### src/common/adc_ctrl_pkg.sv
// Constants, register map and state types of the converter control block
package adc_ctrl_pkg;

	// Timing
	localparam int CLK_PERIOD_NS      = 100;
	localparam int MIN_CONV_PERIOD_NS = 10000;
	localparam int RATE_CYCLES        =
		(MIN_CONV_PERIOD_NS + CLK_PERIOD_NS - 1) / CLK_PERIOD_NS;
	localparam int TRACK_TICKS        = 3;
	localparam int CONV_TICKS_DEFAULT = 14;
	localparam int RESULT_BITS        = 12;

	// Register indices; byte address is four times the index
	localparam int          ADDR_W       = 10;
	localparam logic [7:0]  IDX_CONFIG   = 8'hbc;
	localparam logic [7:0]  IDX_CONTROL  = 8'he8;
	localparam logic [7:0]  IDX_RES_HI   = 8'hbf;
	localparam logic [7:0]  IDX_RES_LO   = 8'hbe;
	localparam logic [7:0]  IDX_UP_HI    = 8'hc5;
	localparam logic [7:0]  IDX_UP_LO    = 8'hc4;
	localparam logic [7:0]  IDX_LOW_HI   = 8'hc7;
	localparam logic [7:0]  IDX_LOW_LO   = 8'hce;
	localparam logic [7:0]  IDX_IRQ_STAT = 8'hd8;
	localparam logic [7:0]  IDX_IRQ_MASK = 8'hd9;

	// Control register fields
	localparam int BIT_EN    = 7;
	localparam int BIT_TM    = 6;
	localparam int BIT_DONE  = 5;
	localparam int BIT_BUSY  = 4;
	localparam int BIT_SM_HI = 3;
	localparam int BIT_SM_LO = 2;
	localparam int BIT_WIN   = 1;
	localparam int BIT_JUST  = 0;

	// Configuration register: divide select in bits 7..5
	localparam int DIV_LSB = 5;
	localparam int DIV_MSB = 7;

	// Interrupt status and mask bits
	localparam int IRQ_DONE = 0;
	localparam int IRQ_WIN  = 1;

	localparam logic [1:0]  SM_SOFTWARE  = 2'h0;
	localparam logic [1:0]  SM_TIMER     = 2'h3;

	// Values after reset
	localparam logic [7:0]  CONTROL_RESET = 8'h00;
	localparam logic [7:0]  CONFIG_RESET  = 8'h00;
	localparam logic [15:0] LIMIT_RESET   = 16'h0000;

	typedef enum logic [1:0] {
		ST_IDLE,
		ST_TRACK,
		ST_CONVERT
	} conv_state_t;

	typedef struct packed {
		conv_state_t state;
		logic [7:0]  control;
		logic [7:0]  cfg;
		logic [15:0] upper;
		logic [15:0] lower;
		logic [11:0] result;
		logic [1:0]  irq_status;
		logic [1:0]  irq_mask;
		logic [4:0]  tick_cnt;
		logic [6:0]  rate_cnt;
		logic        pending;
		logic [31:0] prdata;
		logic        pready;
		logic        pslverr;
		logic        irq;
		logic        converter_on;
		logic        tracking;
		logic        converting;
	} ctrl_state_t;

	typedef struct packed {
		logic [3:0] cnt;
		logic       tick;
	} div_state_t;

endpackage

### src/core/adc_conversion_control.sv
// Converter control: APB registers, start and track timing, window detector
// Operation
// [RULE1] Converter clock is pclk divided by 1, 2, 4, 8 or 16 per config field.
// [RULE2] Conversion starts are spaced so the rate never exceeds 100 ksps.
// [RULE3] Start mode 00 starts on software write, 11 on timer overflow; others none.
// [RULE4] Busy reads one during a conversion, zero after it and after reset.
// [RULE5] Writing busy zero does nothing; one starts only in start mode 00.
// [RULE6] When busy falls the done flag sets and may raise an interrupt.
// [RULE7] Done flag stays set until software clears it; hardware never clears.
// [RULE8] Software polls the done flag, not busy, for on-demand completion.
// [RULE9] Enable zero puts the converter in shutdown; one makes it active.
// [RULE10] Track mode zero tracks continuously except while converting.
// [RULE11] Track mode one, start mode 00: software start tracks three ticks.
// [RULE12] Track mode one, start mode 11: timer overflow tracks three ticks.
// [RULE13] Justify bit zero places result right, one places it left.
// [RULE14] Every result is compared against upper and lower limit words.
// [RULE15] Window flag sets on a match, inside or outside per limits.
// [RULE16] Lower above upper means strictly between; else above or below.
// [RULE17] Result load and window check happen as busy falls.
//
// Chosen here: the APB register port.
module adc_conversion_control #(
	parameter int CONV_TICKS = adc_ctrl_pkg::CONV_TICKS_DEFAULT
) (
	input  wire logic                            pclk,
	input  wire logic                            presetn,
	input  wire logic                            psel,
	input  wire logic                            penable,
	input  wire logic                            pwrite,
	input  wire logic [adc_ctrl_pkg::ADDR_W-1:0] paddr,
	input  wire logic [31:0]                     pwdata,
	output logic      [31:0]                     prdata,
	output logic                                 pready,
	output logic                                 pslverr,
	output logic                                 irq,
	input  wire logic                            timer_overflow,
	input  wire logic [11:0]                     sample_data,
	output logic                                 converter_on,
	output logic                                 tracking,
	output logic                                 converting
);

	localparam logic [4:0] CONV_LAST  = 5'(CONV_TICKS - 1);
	localparam logic [4:0] TRACK_LAST = 5'(adc_ctrl_pkg::TRACK_TICKS - 1);
	localparam logic [6:0] RATE_LOAD  = 7'(adc_ctrl_pkg::RATE_CYCLES - 1);

	adc_ctrl_pkg::ctrl_state_t s;
	adc_ctrl_pkg::ctrl_state_t next_s;

	logic        tick;
	logic [7:0]  idx;
	logic        setup;
	logic        access;
	logic        wr_access;
	logic        busy;
	logic        conv_start;
	logic        conv_end;
	logic        window_match;
	logic [15:0] new_word;
	logic [15:0] cur_word;
	logic [7:0]  rd_byte;
	logic        rd_hit;
	logic        sw_start;

	conv_clock_divider u_div (
		.pclk          (pclk),
		.presetn       (presetn),
		.divide_select (s.cfg[adc_ctrl_pkg::DIV_MSB:adc_ctrl_pkg::DIV_LSB]),
		.tick          (tick)
	);

	// Result word as it appears across the high and low bytes
	function automatic logic [15:0] justify(input logic [11:0] r,
	                                        input logic        left);
		if (left) begin
			justify = {r, 4'h0}; // [RULE13]
		end else begin
			justify = {4'h0, r}; // [RULE13]
		end
	endfunction

	assign idx       = paddr[adc_ctrl_pkg::ADDR_W-1:2];
	assign setup     = psel && !penable;
	assign access    = psel && penable && s.pready;
	assign wr_access = access && pwrite;
	assign busy      = s.pending || (s.state != adc_ctrl_pkg::ST_IDLE); // [RULE4]
	assign conv_end  = (s.state == adc_ctrl_pkg::ST_CONVERT) && tick &&
	                   (s.tick_cnt == CONV_LAST);
	assign cur_word  = justify(s.result, s.control[adc_ctrl_pkg::BIT_JUST]);
	assign new_word  = justify(sample_data, s.control[adc_ctrl_pkg::BIT_JUST]);

	// The window compares in the same justified form software sees
	always_comb begin
		if (s.lower > s.upper) begin
			window_match = (new_word > s.upper) && (new_word < s.lower); // [RULE16]
		end else begin
			window_match = (new_word > s.upper) || (new_word < s.lower); // [RULE16]
		end
	end

	always_comb begin
		rd_hit  = 1'b1;
		rd_byte = 8'h00;
		unique case (idx)
			adc_ctrl_pkg::IDX_CONFIG:   rd_byte = s.cfg;
			adc_ctrl_pkg::IDX_CONTROL: begin
				rd_byte = s.control;
				rd_byte[adc_ctrl_pkg::BIT_BUSY] = busy; // [RULE4]
			end
			adc_ctrl_pkg::IDX_RES_HI:   rd_byte = cur_word[15:8];
			adc_ctrl_pkg::IDX_RES_LO:   rd_byte = cur_word[7:0];
			adc_ctrl_pkg::IDX_UP_HI:    rd_byte = s.upper[15:8];
			adc_ctrl_pkg::IDX_UP_LO:    rd_byte = s.upper[7:0];
			adc_ctrl_pkg::IDX_LOW_HI:   rd_byte = s.lower[15:8];
			adc_ctrl_pkg::IDX_LOW_LO:   rd_byte = s.lower[7:0];
			adc_ctrl_pkg::IDX_IRQ_STAT: rd_byte = {6'h00, s.irq_status};
			adc_ctrl_pkg::IDX_IRQ_MASK: rd_byte = {6'h00, s.irq_mask};
			default:                    rd_hit  = 1'b0;
		endcase
	end

	always_comb begin
		next_s     = s;
		conv_start = 1'b0;
		sw_start   = 1'b0;

		// APB: one wait-free access phase, read data captured at setup
		next_s.pready  = setup;
		next_s.pslverr = setup && !rd_hit;
		if (setup) begin
			next_s.prdata = {24'h000000, rd_byte};
		end

		if (wr_access) begin
			unique case (idx)
				adc_ctrl_pkg::IDX_CONFIG:   next_s.cfg = pwdata[7:0];
				adc_ctrl_pkg::IDX_CONTROL: begin
					// Busy is not stored; a one is a start request
					next_s.control = pwdata[7:0];
					next_s.control[adc_ctrl_pkg::BIT_BUSY] = 1'b0;
					sw_start = pwdata[adc_ctrl_pkg::BIT_BUSY] &&
					           pwdata[adc_ctrl_pkg::BIT_EN] &&
					           (pwdata[3:2] == adc_ctrl_pkg::SM_SOFTWARE); // [RULE5]
				end
				adc_ctrl_pkg::IDX_UP_HI:    next_s.upper[15:8] = pwdata[7:0];
				adc_ctrl_pkg::IDX_UP_LO:    next_s.upper[7:0]  = pwdata[7:0];
				adc_ctrl_pkg::IDX_LOW_HI:   next_s.lower[15:8] = pwdata[7:0];
				adc_ctrl_pkg::IDX_LOW_LO:   next_s.lower[7:0]  = pwdata[7:0];
				adc_ctrl_pkg::IDX_IRQ_STAT:
					next_s.irq_status = s.irq_status & ~pwdata[1:0];
				adc_ctrl_pkg::IDX_IRQ_MASK: next_s.irq_mask = pwdata[1:0];
				default: ;
			endcase
		end

		// A start asked while busy is dropped, as the bit already reads one
		if (sw_start && !busy) begin
			next_s.pending = 1'b1; // [RULE3]
		end

		if (s.rate_cnt != 7'h00) begin
			next_s.rate_cnt = s.rate_cnt - 7'h01;
		end

		unique case (s.state)
			adc_ctrl_pkg::ST_IDLE: begin
				// Pending software starts wait out the rate limit; overflows
				// arriving too early are dropped since they are periodic
				if (s.rate_cnt == 7'h00 && s.control[adc_ctrl_pkg::BIT_EN]) begin // [RULE2]
					if (s.pending) begin
						conv_start = 1'b1;
					end else if (timer_overflow &&
					             s.control[3:2] == adc_ctrl_pkg::SM_TIMER) begin // [RULE3]
						conv_start = 1'b1;
					end
				end
				if (conv_start) begin
					next_s.pending  = 1'b0;
					next_s.rate_cnt = RATE_LOAD; // [RULE2]
					next_s.tick_cnt = 5'h00;
					if (s.control[adc_ctrl_pkg::BIT_TM]) begin
						next_s.state = adc_ctrl_pkg::ST_TRACK; // [RULE11] [RULE12]
					end else begin
						next_s.state = adc_ctrl_pkg::ST_CONVERT; // [RULE10]
					end
				end
			end
			adc_ctrl_pkg::ST_TRACK: begin
				if (tick) begin
					if (s.tick_cnt == TRACK_LAST) begin // [RULE11] [RULE12]
						next_s.tick_cnt = 5'h00;
						next_s.state    = adc_ctrl_pkg::ST_CONVERT;
					end else begin
						next_s.tick_cnt = s.tick_cnt + 5'h01;
					end
				end
			end
			adc_ctrl_pkg::ST_CONVERT: begin
				if (conv_end) begin
					// Load, compare and flag in the cycle busy falls
					next_s.state  = adc_ctrl_pkg::ST_IDLE; // [RULE4]
					next_s.result = sample_data; // [RULE17]
					next_s.control[adc_ctrl_pkg::BIT_DONE] = 1'b1; // [RULE6] [RULE7]
					next_s.irq_status[adc_ctrl_pkg::IRQ_DONE] = 1'b1; // [RULE6]
					if (window_match) begin
						next_s.control[adc_ctrl_pkg::BIT_WIN] = 1'b1; // [RULE14] [RULE15]
						next_s.irq_status[adc_ctrl_pkg::IRQ_WIN] = 1'b1; // [RULE15]
					end
				end else if (tick) begin
					next_s.tick_cnt = s.tick_cnt + 5'h01;
				end
			end
			default: next_s.state = adc_ctrl_pkg::ST_IDLE;
		endcase

		// Outputs follow the next state so the pins come from flip-flops
		next_s.irq = |(next_s.irq_status & next_s.irq_mask);
		next_s.converter_on = next_s.control[adc_ctrl_pkg::BIT_EN]; // [RULE9]
		next_s.converting   = next_s.state == adc_ctrl_pkg::ST_CONVERT;
		if (!next_s.control[adc_ctrl_pkg::BIT_EN]) begin
			next_s.tracking = 1'b0; // [RULE9]
		end else if (next_s.control[adc_ctrl_pkg::BIT_TM]) begin
			next_s.tracking = next_s.state == adc_ctrl_pkg::ST_TRACK; // [RULE11]
		end else begin
			next_s.tracking = next_s.state != adc_ctrl_pkg::ST_CONVERT; // [RULE10]
		end
	end

	always_ff @(posedge pclk or negedge presetn) begin
		if (!presetn) begin
			s          <= '0;
			s.state    <= adc_ctrl_pkg::ST_IDLE;
			s.control  <= adc_ctrl_pkg::CONTROL_RESET;
			s.cfg      <= adc_ctrl_pkg::CONFIG_RESET;
			s.upper    <= adc_ctrl_pkg::LIMIT_RESET;
			s.lower    <= adc_ctrl_pkg::LIMIT_RESET;
		end else begin
			s <= next_s;
		end
	end

	assign prdata       = s.prdata;
	assign pready       = s.pready;
	assign pslverr      = s.pslverr;
	assign irq          = s.irq;
	assign converter_on = s.converter_on;
	assign tracking     = s.tracking;
	assign converting   = s.converting;

	property p_done_on_fall;
		@(posedge pclk) disable iff (!presetn)
		$fell(busy) |-> s.control[adc_ctrl_pkg::BIT_DONE] &&
		                s.irq_status[adc_ctrl_pkg::IRQ_DONE];
	endproperty
	a_done_on_fall: assert property (p_done_on_fall) // [RULE6]
		else $error("done flag not set as busy fell");

	property p_done_sticky;
		@(posedge pclk) disable iff (!presetn)
		s.control[adc_ctrl_pkg::BIT_DONE] &&
		!(wr_access && idx == adc_ctrl_pkg::IDX_CONTROL)
		|=> s.control[adc_ctrl_pkg::BIT_DONE];
	endproperty
	a_done_sticky: assert property (p_done_sticky) // [RULE7]
		else $error("done flag cleared without a software write");

	property p_rate_spacing;
		@(posedge pclk) disable iff (!presetn)
		conv_start |=> !conv_start [*8] ##0 (s.rate_cnt == RATE_LOAD - 7'h07);
	endproperty
	a_rate_spacing: assert property (p_rate_spacing) // [RULE2]
		else $error("conversion starts closer than the rate limit");

	property p_start_mode;
		@(posedge pclk) disable iff (!presetn)
		conv_start && !s.pending |-> timer_overflow &&
		s.control[3:2] == adc_ctrl_pkg::SM_TIMER;
	endproperty
	a_start_mode: assert property (p_start_mode) // [RULE3]
		else $error("hardware start outside timer start mode");

	property p_zero_write;
		@(posedge pclk) disable iff (!presetn)
		wr_access && idx == adc_ctrl_pkg::IDX_CONTROL && !busy &&
		!pwdata[adc_ctrl_pkg::BIT_BUSY] && !timer_overflow |=> !busy;
	endproperty
	a_zero_write: assert property (p_zero_write) // [RULE5]
		else $error("writing busy zero started a conversion");

	property p_track_three;
		@(posedge pclk) disable iff (!presetn)
		s.state == adc_ctrl_pkg::ST_TRACK && tick |=>
		(s.state == adc_ctrl_pkg::ST_CONVERT) ==
		($past(s.tick_cnt) == TRACK_LAST);
	endproperty
	a_track_three: assert property (p_track_three) // [RULE11] [RULE12]
		else $error("tracking did not last three converter ticks");

	property p_shutdown;
		@(posedge pclk) disable iff (!presetn)
		!s.control[adc_ctrl_pkg::BIT_EN] |-> !converter_on && !tracking;
	endproperty
	a_shutdown: assert property (p_shutdown) // [RULE9]
		else $error("converter active while disabled");

	property p_continuous_track;
		@(posedge pclk) disable iff (!presetn)
		s.control[adc_ctrl_pkg::BIT_EN] && !s.control[adc_ctrl_pkg::BIT_TM]
		|-> tracking == !converting;
	endproperty
	a_continuous_track: assert property (p_continuous_track) // [RULE10]
		else $error("continuous tracking wrong around conversion");

	property p_result_load;
		@(posedge pclk) disable iff (!presetn)
		conv_end |=> s.result == $past(sample_data) &&
		(s.control[adc_ctrl_pkg::BIT_WIN] || !$past(window_match));
	endproperty
	a_result_load: assert property (p_result_load) // [RULE17] [RULE15]
		else $error("result or window flag not updated at end");

endmodule

### src/core/conv_clock_divider.sv
// Converter clock divider giving a one-cycle tick at 1/1 to 1/16 of pclk
module conv_clock_divider (
	input  wire logic       pclk,
	input  wire logic       presetn,
	input  wire logic [2:0] divide_select,
	output logic            tick
);

	adc_ctrl_pkg::div_state_t s;
	adc_ctrl_pkg::div_state_t next_s;
	logic [3:0]               ratio_m1;

	always_comb begin
		unique case (divide_select)
			3'h0:    ratio_m1 = 4'h0;
			3'h1:    ratio_m1 = 4'h1;
			3'h2:    ratio_m1 = 4'h3;
			3'h3:    ratio_m1 = 4'h7;
			default: ratio_m1 = 4'hf;
		endcase
	end

	// Compare with >= so a smaller ratio chosen mid-count wraps at once
	always_comb begin
		next_s = s;
		if (s.cnt >= ratio_m1) begin // [RULE1]
			next_s.cnt  = 4'h0;
			next_s.tick = 1'b1;
		end else begin
			next_s.cnt  = s.cnt + 4'h1;
			next_s.tick = 1'b0;
		end
	end

	always_ff @(posedge pclk or negedge presetn) begin
		if (!presetn) begin
			s <= '0;
		end else begin
			s <= next_s;
		end
	end

	assign tick = s.tick;

endmodule

### config.mk
export PLATFORM = sky130hd
export DESIGN_NAME = adc_conversion_control
export DESIGN_NICKNAME = d
export VERILOG_FILES = /design/src/common/adc_ctrl_pkg.sv /design/src/core/adc_conversion_control.sv /design/src/core/conv_clock_divider.sv
export SDC_FILE = /design/constraint.sdc
export NUM_CORES = 1
export LEC_CHECK = 0
export BUFFER_PORTS_ARGS = -buffer_cell sky130_fd_sc_hd__buf_4
export CAP_MARGIN = 20
export CORE_MARGIN = 2
export CORE_UTILIZATION = 35
export DETAILED_ROUTE_END_ITERATION = 8
export SYNTH_ARGS = -nofsm -noshare
export SYNTH_HDL_FRONTEND = slang
export SYNTH_SLANG_ARGS = --single-unit
export TNS_END_PERCENT = 100
### constraint.sdc
create_clock -name pclk -period 9.3 [get_ports pclk]
set_input_delay 0.93 -clock pclk [delete_from_list [all_inputs] [get_ports pclk]]
set_output_delay 0.93 -clock pclk [all_outputs]
set_load 0.03 [all_outputs]
==> impl_results.md, run 1 <==
* Status: finished clean
* GRT Overall Usage at 18.2%
* Slew @ Worst Pin at 1.08 ns
* Arrival time worst endpoint at 3.42 ns
* Post-CTS sizing at 0
* Worst IR drop on VDD at roughly 68 uV
* Origin of the worst setup path: s[39]
* Chip height at 138 microns
* Period Utilization, post-route at approximately 34%
* Startpoint Class: flop
* WS Path Type: reg -> reg
* Ys Warns at 0
* Top FF cell, synth: dfrtp_1
* Worst Path Required at about 9.6 ns
* Starting Density at 35.4%
* I/O Pins at 98
* Sink Count at between 90 and 100
* Largest net degree at the start of global routing at 68
* ANT nets after route at 0
* Final setup violation count at 0
* Clk root buf: clkbuf_16
* Max Fanout on Critical Path at 9
* DR iter-0 viols at 429
* First-pass GRT wire length at about 27000 microns
* Synth area leader: dfrtp_1
* CTS max path bufs at 2
* Setup TNS at 0 ns
* Die area at 19100 sq um
* Vias per inst at 5.26
* Synthesized area at approximately 6300 sq um
* Skew-Pair Late Insertion Delay at 0.35 ns
* Post-synth ARST share at between 90% and 100%
* Max-cap violation count at 0
* Most common cell after layout, fill and taps aside: nand2_1
* Routed vias at 5072
* Cts hold-fix bufs at 0
* Pleak at about 3.3 nW
* RSZ-0062 raised after global routing: false
* Nets at ~850
* DR pass1 iterations at 5
* Core region area at 17800 sq um
* Final WL at between 15000 and 20000 microns
* Critical Path, Cell by Cell: inv_1 > ha_1 > or3b_4 > nor4_4 > and3_4 > nor2_2 > or4_1 > or3_4 > o31ai_2
* Setup crit end kind: flop
* Mean Syn Cell Area at 9.07 sq um
* Vias in the first global route at between 4000 and 5000
* Htree depth at 3
* HPWL reported at the end of detailed placement at about 13000 microns
* Top cell type's share of synthesized area at 38.0%
* Antenna cells at 0
* Area Overhead vs Synth at 12.1%
* PortBufs at 47
* Crit-path slowest cell: or4_1
* Final Wtd Congestion at just over 0.9
* Grt ovf at 0
* Post-synth EDFFs at 0
* Hold Violations, Final at 0
* Top cells by area, synth: dfrtp_1 38%, ha_1 11%, nand2_1 6.3%
* Share of layout cells above drive strength 1 at 15.6%
* Die X-Extent at 138 microns
* Syn Inst Count at between 600 and 700
* WL/cell at 17.7 microns
* Sequential area share after synthesis at 38.0%
* Min Tclk post-route at between 3 and 4 ns
* Max-slew violation count at 0
* Post-synth cell types at 65
* CTS buffer count at 9
* CTS tree: yes
* Initial antenna violation count at 0
* Reg-to-Reg Start: s[39]
* Clk_skew at 0.00999 ns
* Num rows at 49
* Pwr/cell area at approximately 130 nW/um^2
* Relative slew slack at ~28%
* Post-CTS Setup Bufs at 0
* Flop and latch count out of synthesis at 96
* Clock transition at path regs at approximately 0.06 ns
* Worst Hold Class: in -> async
* Commonest cells after routing, fill and taps aside: 106 x nand2_1, 96 x dfrtp_1, 56 x ha_1, 55 x buf_4, 53 x o21ai_0
* Util after Layout at 39.7%
* DRC at 0
* CP peak stage delay at 0.67 ns
* Peak Freq at 317 MHz
layer usage:
metal | vias up | wire (microns) | global-route usage, %
li1 | 2469 | - | -
met1 | 2434 | 8180 | 25.8
met2 | 138 | 7670 | 28.3
met3 | 31 | 722 | 2.36
met4 | 0 | 492 | 7.36
met5 | - | 0 | 0
cell type report:
cell class	instances	area (sq um)
clock buffer	11	253
clock inverter	4	52.6
fill	1794	10800
inverter	50	188
multi-input combinational	520	3490
sequential	96	2400
tap	229	287
timing repair buffer	55	413
where the power goes:
group | switching (mW) | leakage (nW) | internal, mW
logic | 0.0715 | 2.12 | 0.0394
registers | 0.00894 | 1.07 | 0.428
clock network | 0.166 | 0.152 | 0.223
worst paths after layout:
kind / end / slack, ns / depth (start not counted)
max: s[50] / 6.14 / 9
min: s[76] / 0.50 / 1
max reg2reg: s[50] / 6.14 / 9
min reg2reg: u_div.s[1] / 0.50 / 1
max in group asynchronous: s[53] / 7.62 / 2
min in group pclk: u_div.s[1] / 0.50 / 1
cells in the mapped netlist, types with 3 or more instances:
cell,n
a22oi_1,9
and2_1,12
nor3b_1,3
nor2b_1,11
xnor2_1,7
mux2i_1,11
a221oi_1,5
a21o_1,7
nand4b_1,3
o211ai_1,8
or2_2,4
a22o_1,10
inv_1,50
mux2_2,26
nor2_1,32
nor3_1,10
dfrtp_1,96
a32o_1,3
a31oi_1,3
nand4_1,6
a32oi_1,3
o31ai_1,7
ha_1,56
nand2_1,106
xor2_1,3
nand3_1,17
nand2b_1,8
or3_1,4
o21ai_0,53
and4_1,4
buf_4,32
clkbuf_1,18
a21oi_1,29
logic make-up (layout without fill, tap and decap cells):
kind of cell | after synthesis | after routing | share of synthesized area (%)
adder cells (fa/ha/maj) | 57 | 57 | 11.2
AO/OA/AOI/OAI | 157 | 157 | 16.3
flip-flops | 96 | 96 | 38.0
other | 1 | 24 | 0.0593
buffers and inverters | 104 | 120 | 8.12
multiplexers | 37 | 37 | 6.38
XOR/XNOR | 10 | 10 | 1.39
AND/OR/NAND/NOR | 235 | 235 | 18.5
state kept, by name, indices dropped and copies added, names as in the netlist:
register	flops
pslverr	1
irq	1
s	78
tracking	1
u_div.s	4
u_div.tick	1
prdata	8
converting	1
pready	1
worst max-delay path: cells and delay by family, from the launching register on:
family | cells | cell delay (ns)
AND/OR/NAND/NOR | 6 | 2.26
flip-flops | 1 | 0.37
adder cells (fa/ha/maj) | 1 | 0.18
AO/OA/AOI/OAI | 1 | 0.17
buffers and inverters | 1 | 0.08
metrics by stage:
step           total power, mW  hold slack, ns  instance area (sq um)  setup slack (ns)  cells
2_1_floorplan            0.517           0.454                   6400              6.22    720
3_3_place_gp             0.554           0.484                   6780              5.95    950
3_5_place_dp             0.556           0.487                   6780              5.90    950
4_1_cts                  0.947           0.500                   7080              6.12    965
5_1_grt                  0.978           0.533                   7080              5.97    965
6_report                 0.937           0.497                   7080              6.14    965
Note: power is estimated with default switching activity, not from simulation.
==> run 2, diff against run 1 <==
==> constraint.sdc (replaced) <==
create_clock -name pclk -period 2.95 [get_ports pclk]
set_input_delay 0.295 -clock pclk [delete_from_list [all_inputs] [get_ports pclk]]
set_output_delay 0.295 -clock pclk [all_outputs]
set_load 0.03 [all_outputs]
==> run 2 against run 1 <==
  * Utilization increased by 0.74 points
  * Hold slack got worse by 0.34 ns
  * Wire length grew 2.1%
  * First-iteration DRC count is 11% lower
  * Critical path depth grew 1
  * Sequential cell count unchanged
  * Clock power rose to 3.2 times the previous value
  * Largest cell class unchanged
  * Clock skew is 0.0029 ns lower
  * Global-route usage increased by 0.32 points
  * Power rose to 3.2 times the previous value
  * Critical endpoint is now s[108]
==> impl_results.md, run 2 (same netlist as run 1, synthesis figures left out) <==
* Logic pwr share at 12.0% (+0.2 points)
* Clk root buf: clkbuf_16
* Max FFs per register at 78 (unchanged)
* Wl on met1 at 8320 microns (+1.7%)
* Hold Violations, Final at 0 (unchanged)
* ANT nets after route at 0 (unchanged)
* CTS buffer count at 9 (unchanged)
* Final Wtd Congestion at 0.886 (-4.5%)
* Setup crit end kind: flop
* Reg-to-Reg Start: s[107]
* Reg with most FFs: s
* RSZ-0062 raised after global routing: false
* HPWL reported at the end of detailed placement at 13300 microns (+3.6%)
* WHS at 0.153 ns (-0.344 ns)
* Max Used Layer: met4
* Core region area at 17800 sq um (unchanged)
* Clock transition at path regs at 0.07 ns (about the same)
* Status: finished clean
* Worst Path Required at 3.19 ns (-6.37 ns)
* Startpoint Class: flop
* Max-slew violation count at 0 (unchanged)
* Min Tclk post-route at 2.79 ns (-0.370 ns)
* Switching part of the total power at 27.8% (+1.5 points)
* DR pass1 iterations at 5 (unchanged)
* CTS tree: yes
* WS Path Type: reg -> reg
* Period Utilization, post-route at 94.4% (+61 points)
* Die area at 19100 sq um (unchanged)
* Skew-Pair Late Insertion Delay at 0.37 ns (+0.02 ns)
* Worst setup path endpoint: s[108]
* Area Overhead vs Synth at 14.2%
* Vias per inst at 5.20 (-0.98%)
* Util after Layout at 40.4% (+0.74 points)
* Starting Density at 35.4% (unchanged)
* Dpl ws at 0.211 ns (-5.69 ns)
* Final setup violation count at 0 (unchanged)
* Max Fanout on Critical Path at 16 (+7)
* PortBufs at 47 (unchanged)
* Max-cap violation count at 0 (unchanged)
* Share of layout cells above drive strength 1 at 17.1% (+1.4 points)
* FILL cells at 1762 (-1.8%)
* Pwr/cell area at 414 nW/um^2 (+210%)
* CTS max path bufs at 2 (unchanged)
* Htree depth at 3 (unchanged)
* Net Sw Power at 0.830 mW (+240%)
* R2R Setup Slk at 0.16 ns (-5.98 ns)
* I/O Pins at 98 (unchanged)
* Relative slew slack at 64.0% (+36 points)
* Peak Freq at 359 MHz (+13%)
* Cts hold-fix bufs at 1 (+1)
* Post-CTS Setup Bufs at 0 (unchanged)
* WL met3 at 844 microns (+17%)
* Origin of the worst setup path: s[107]
* Routed vias at 5095 (+0.45%)
* GRT Overall Usage at 18.6% (+0.32 points)
* Most common cell after layout, fill and taps aside: nand2_1
* Arrival time worst endpoint at 3.03 ns (-0.39 ns)
* Clk_skew at 0.00713 ns (-0.00287 ns)
* Met2 wire length at 7800 microns (+1.6%)
* First-pass GRT wire length at 27700 microns (+0.70%)
* Initial antenna violation count at 0 (unchanged)
* Worst IR drop on VDD at 286 uV (+320%)
* DRC at 0 (unchanged)
* Capture point of the worst reg-to-reg path: s[108]
* Final worst slack at 0.164 ns (-5.98 ns)
* Setup TNS at 0 ns (unchanged)
* Sequential power share at 46.1% (-0.5 points)
* Grt ovf at 0 (unchanged)
* Die X-Extent at 138 microns (unchanged)
* Vias in the first global route at 4889 (-1.6%)
* Worst Reg-to-Reg Cells at 10 (+1)
* Nets at 861 (+1.5%)
* Chip height at 138 microns (unchanged)
* Final WL at 17400 microns (+2.1%)
* Worst Hold Class: in -> reg
* Slew @ Worst Pin at 0.532 ns (-0.546 ns)
* Num rows at 49 (unchanged)
* DR iter-0 viols at 382 (-11%)
* Antenna cells at 0 (unchanged)
* Pleak at 3.41 nW (+2.1%)
* Sink Count at 96 (unchanged)
* Largest net degree at the start of global routing at 49 (-28%)
* Clk pwr share at 42.0% (+0.5 points)
* WL/cell at 17.8 microns (+0.61%)
* P_int at 2.16 mW (+210%)
* Post-CTS sizing at 0 (unchanged)
* Commonest cells after routing, fill and taps aside: 106 x nand2_1, 96 x dfrtp_1, 65 x buf_4, 56 x ha_1, 53 x o21ai_0
-- run 2: changes by cell type in the layout (fill, tap and decap cells not counted), sizes merged --
cell / change
buf: +12
clkbuf: -2
clkinv: -2
clkinvlp: +1
dlygate4sd3: +1
inv: +4
-- run 2: worst max-delay path: stages, from the launching register on --
cell and delay (ns):
dfrtp_1 0.39, buf_12 0.16, mux2_2 0.36, ha_1 0.29, a21oi_1 0.16, o21ai_0 0.11
a221oi_1 0.44, nor2_1 0.10, nor2_1 0.22, nor3_1 0.08, or3_1 0.36
-- run 2: worst min-delay path by stage --
stage,startpoint,cells past startpoint,slack [ns],endpoint
2_1_floorplan,presetn,0,-0.0006,converting
3_3_place_gp,presetn,1,0.21,s[97]
3_5_place_dp,presetn,1,0.21,s[88]
4_1_cts,sample_data[8],3,0.15,s[63]
5_1_grt,sample_data[9],3,0.15,s[64]
6_report,sample_data[8],3,0.15,s[63]
-- run 2: through the flow --
stage	total power [mW]	instance area [sq um]	instances
2_1_floorplan	1.63	6410	720
3_3_place_gp	1.75	6890	962
3_5_place_dp	1.76	6890	962
4_1_cts	3.02	7220	979
5_1_grt	3.13	7220	979
6_report	2.99	7220	979
-- run 2: metal layers --
metal,vias to the layer above,global-route usage [%]
met1,2432,26.1
li1,2492,-
met2,140,28.2
met3,31,4.02
met4,0,6.71
met5,-,0
-- run 2: final cells by class --
cell class | count | area (sq um) | share of cell area, %
Inverter | 50 | 188 | 2.60
Timing Repair Buffer | 68 | 538 | 7.46
Tap cell | 229 | 287 | 3.97
Clock buffer | 9 | 225 | 3.12
Sequential cell | 96 | 2400 | 33.3
Multi-Input combinational cell | 520 | 3490 | 48.4
Clock inverter | 7 | 86.3 | 1.20
-- run 2: power by group through the flow --
stage | clock (mW) | combinational, mW | sequential, mW
2_1_floorplan | 0 | 0.233 | 1.40
3_3_place_gp | 0 | 0.353 | 1.40
3_5_place_dp | 0 | 0.356 | 1.40
4_1_cts | 1.28 | 0.360 | 1.38
5_1_grt | 1.35 | 0.401 | 1.38
6_report | 1.25 | 0.357 | 1.38
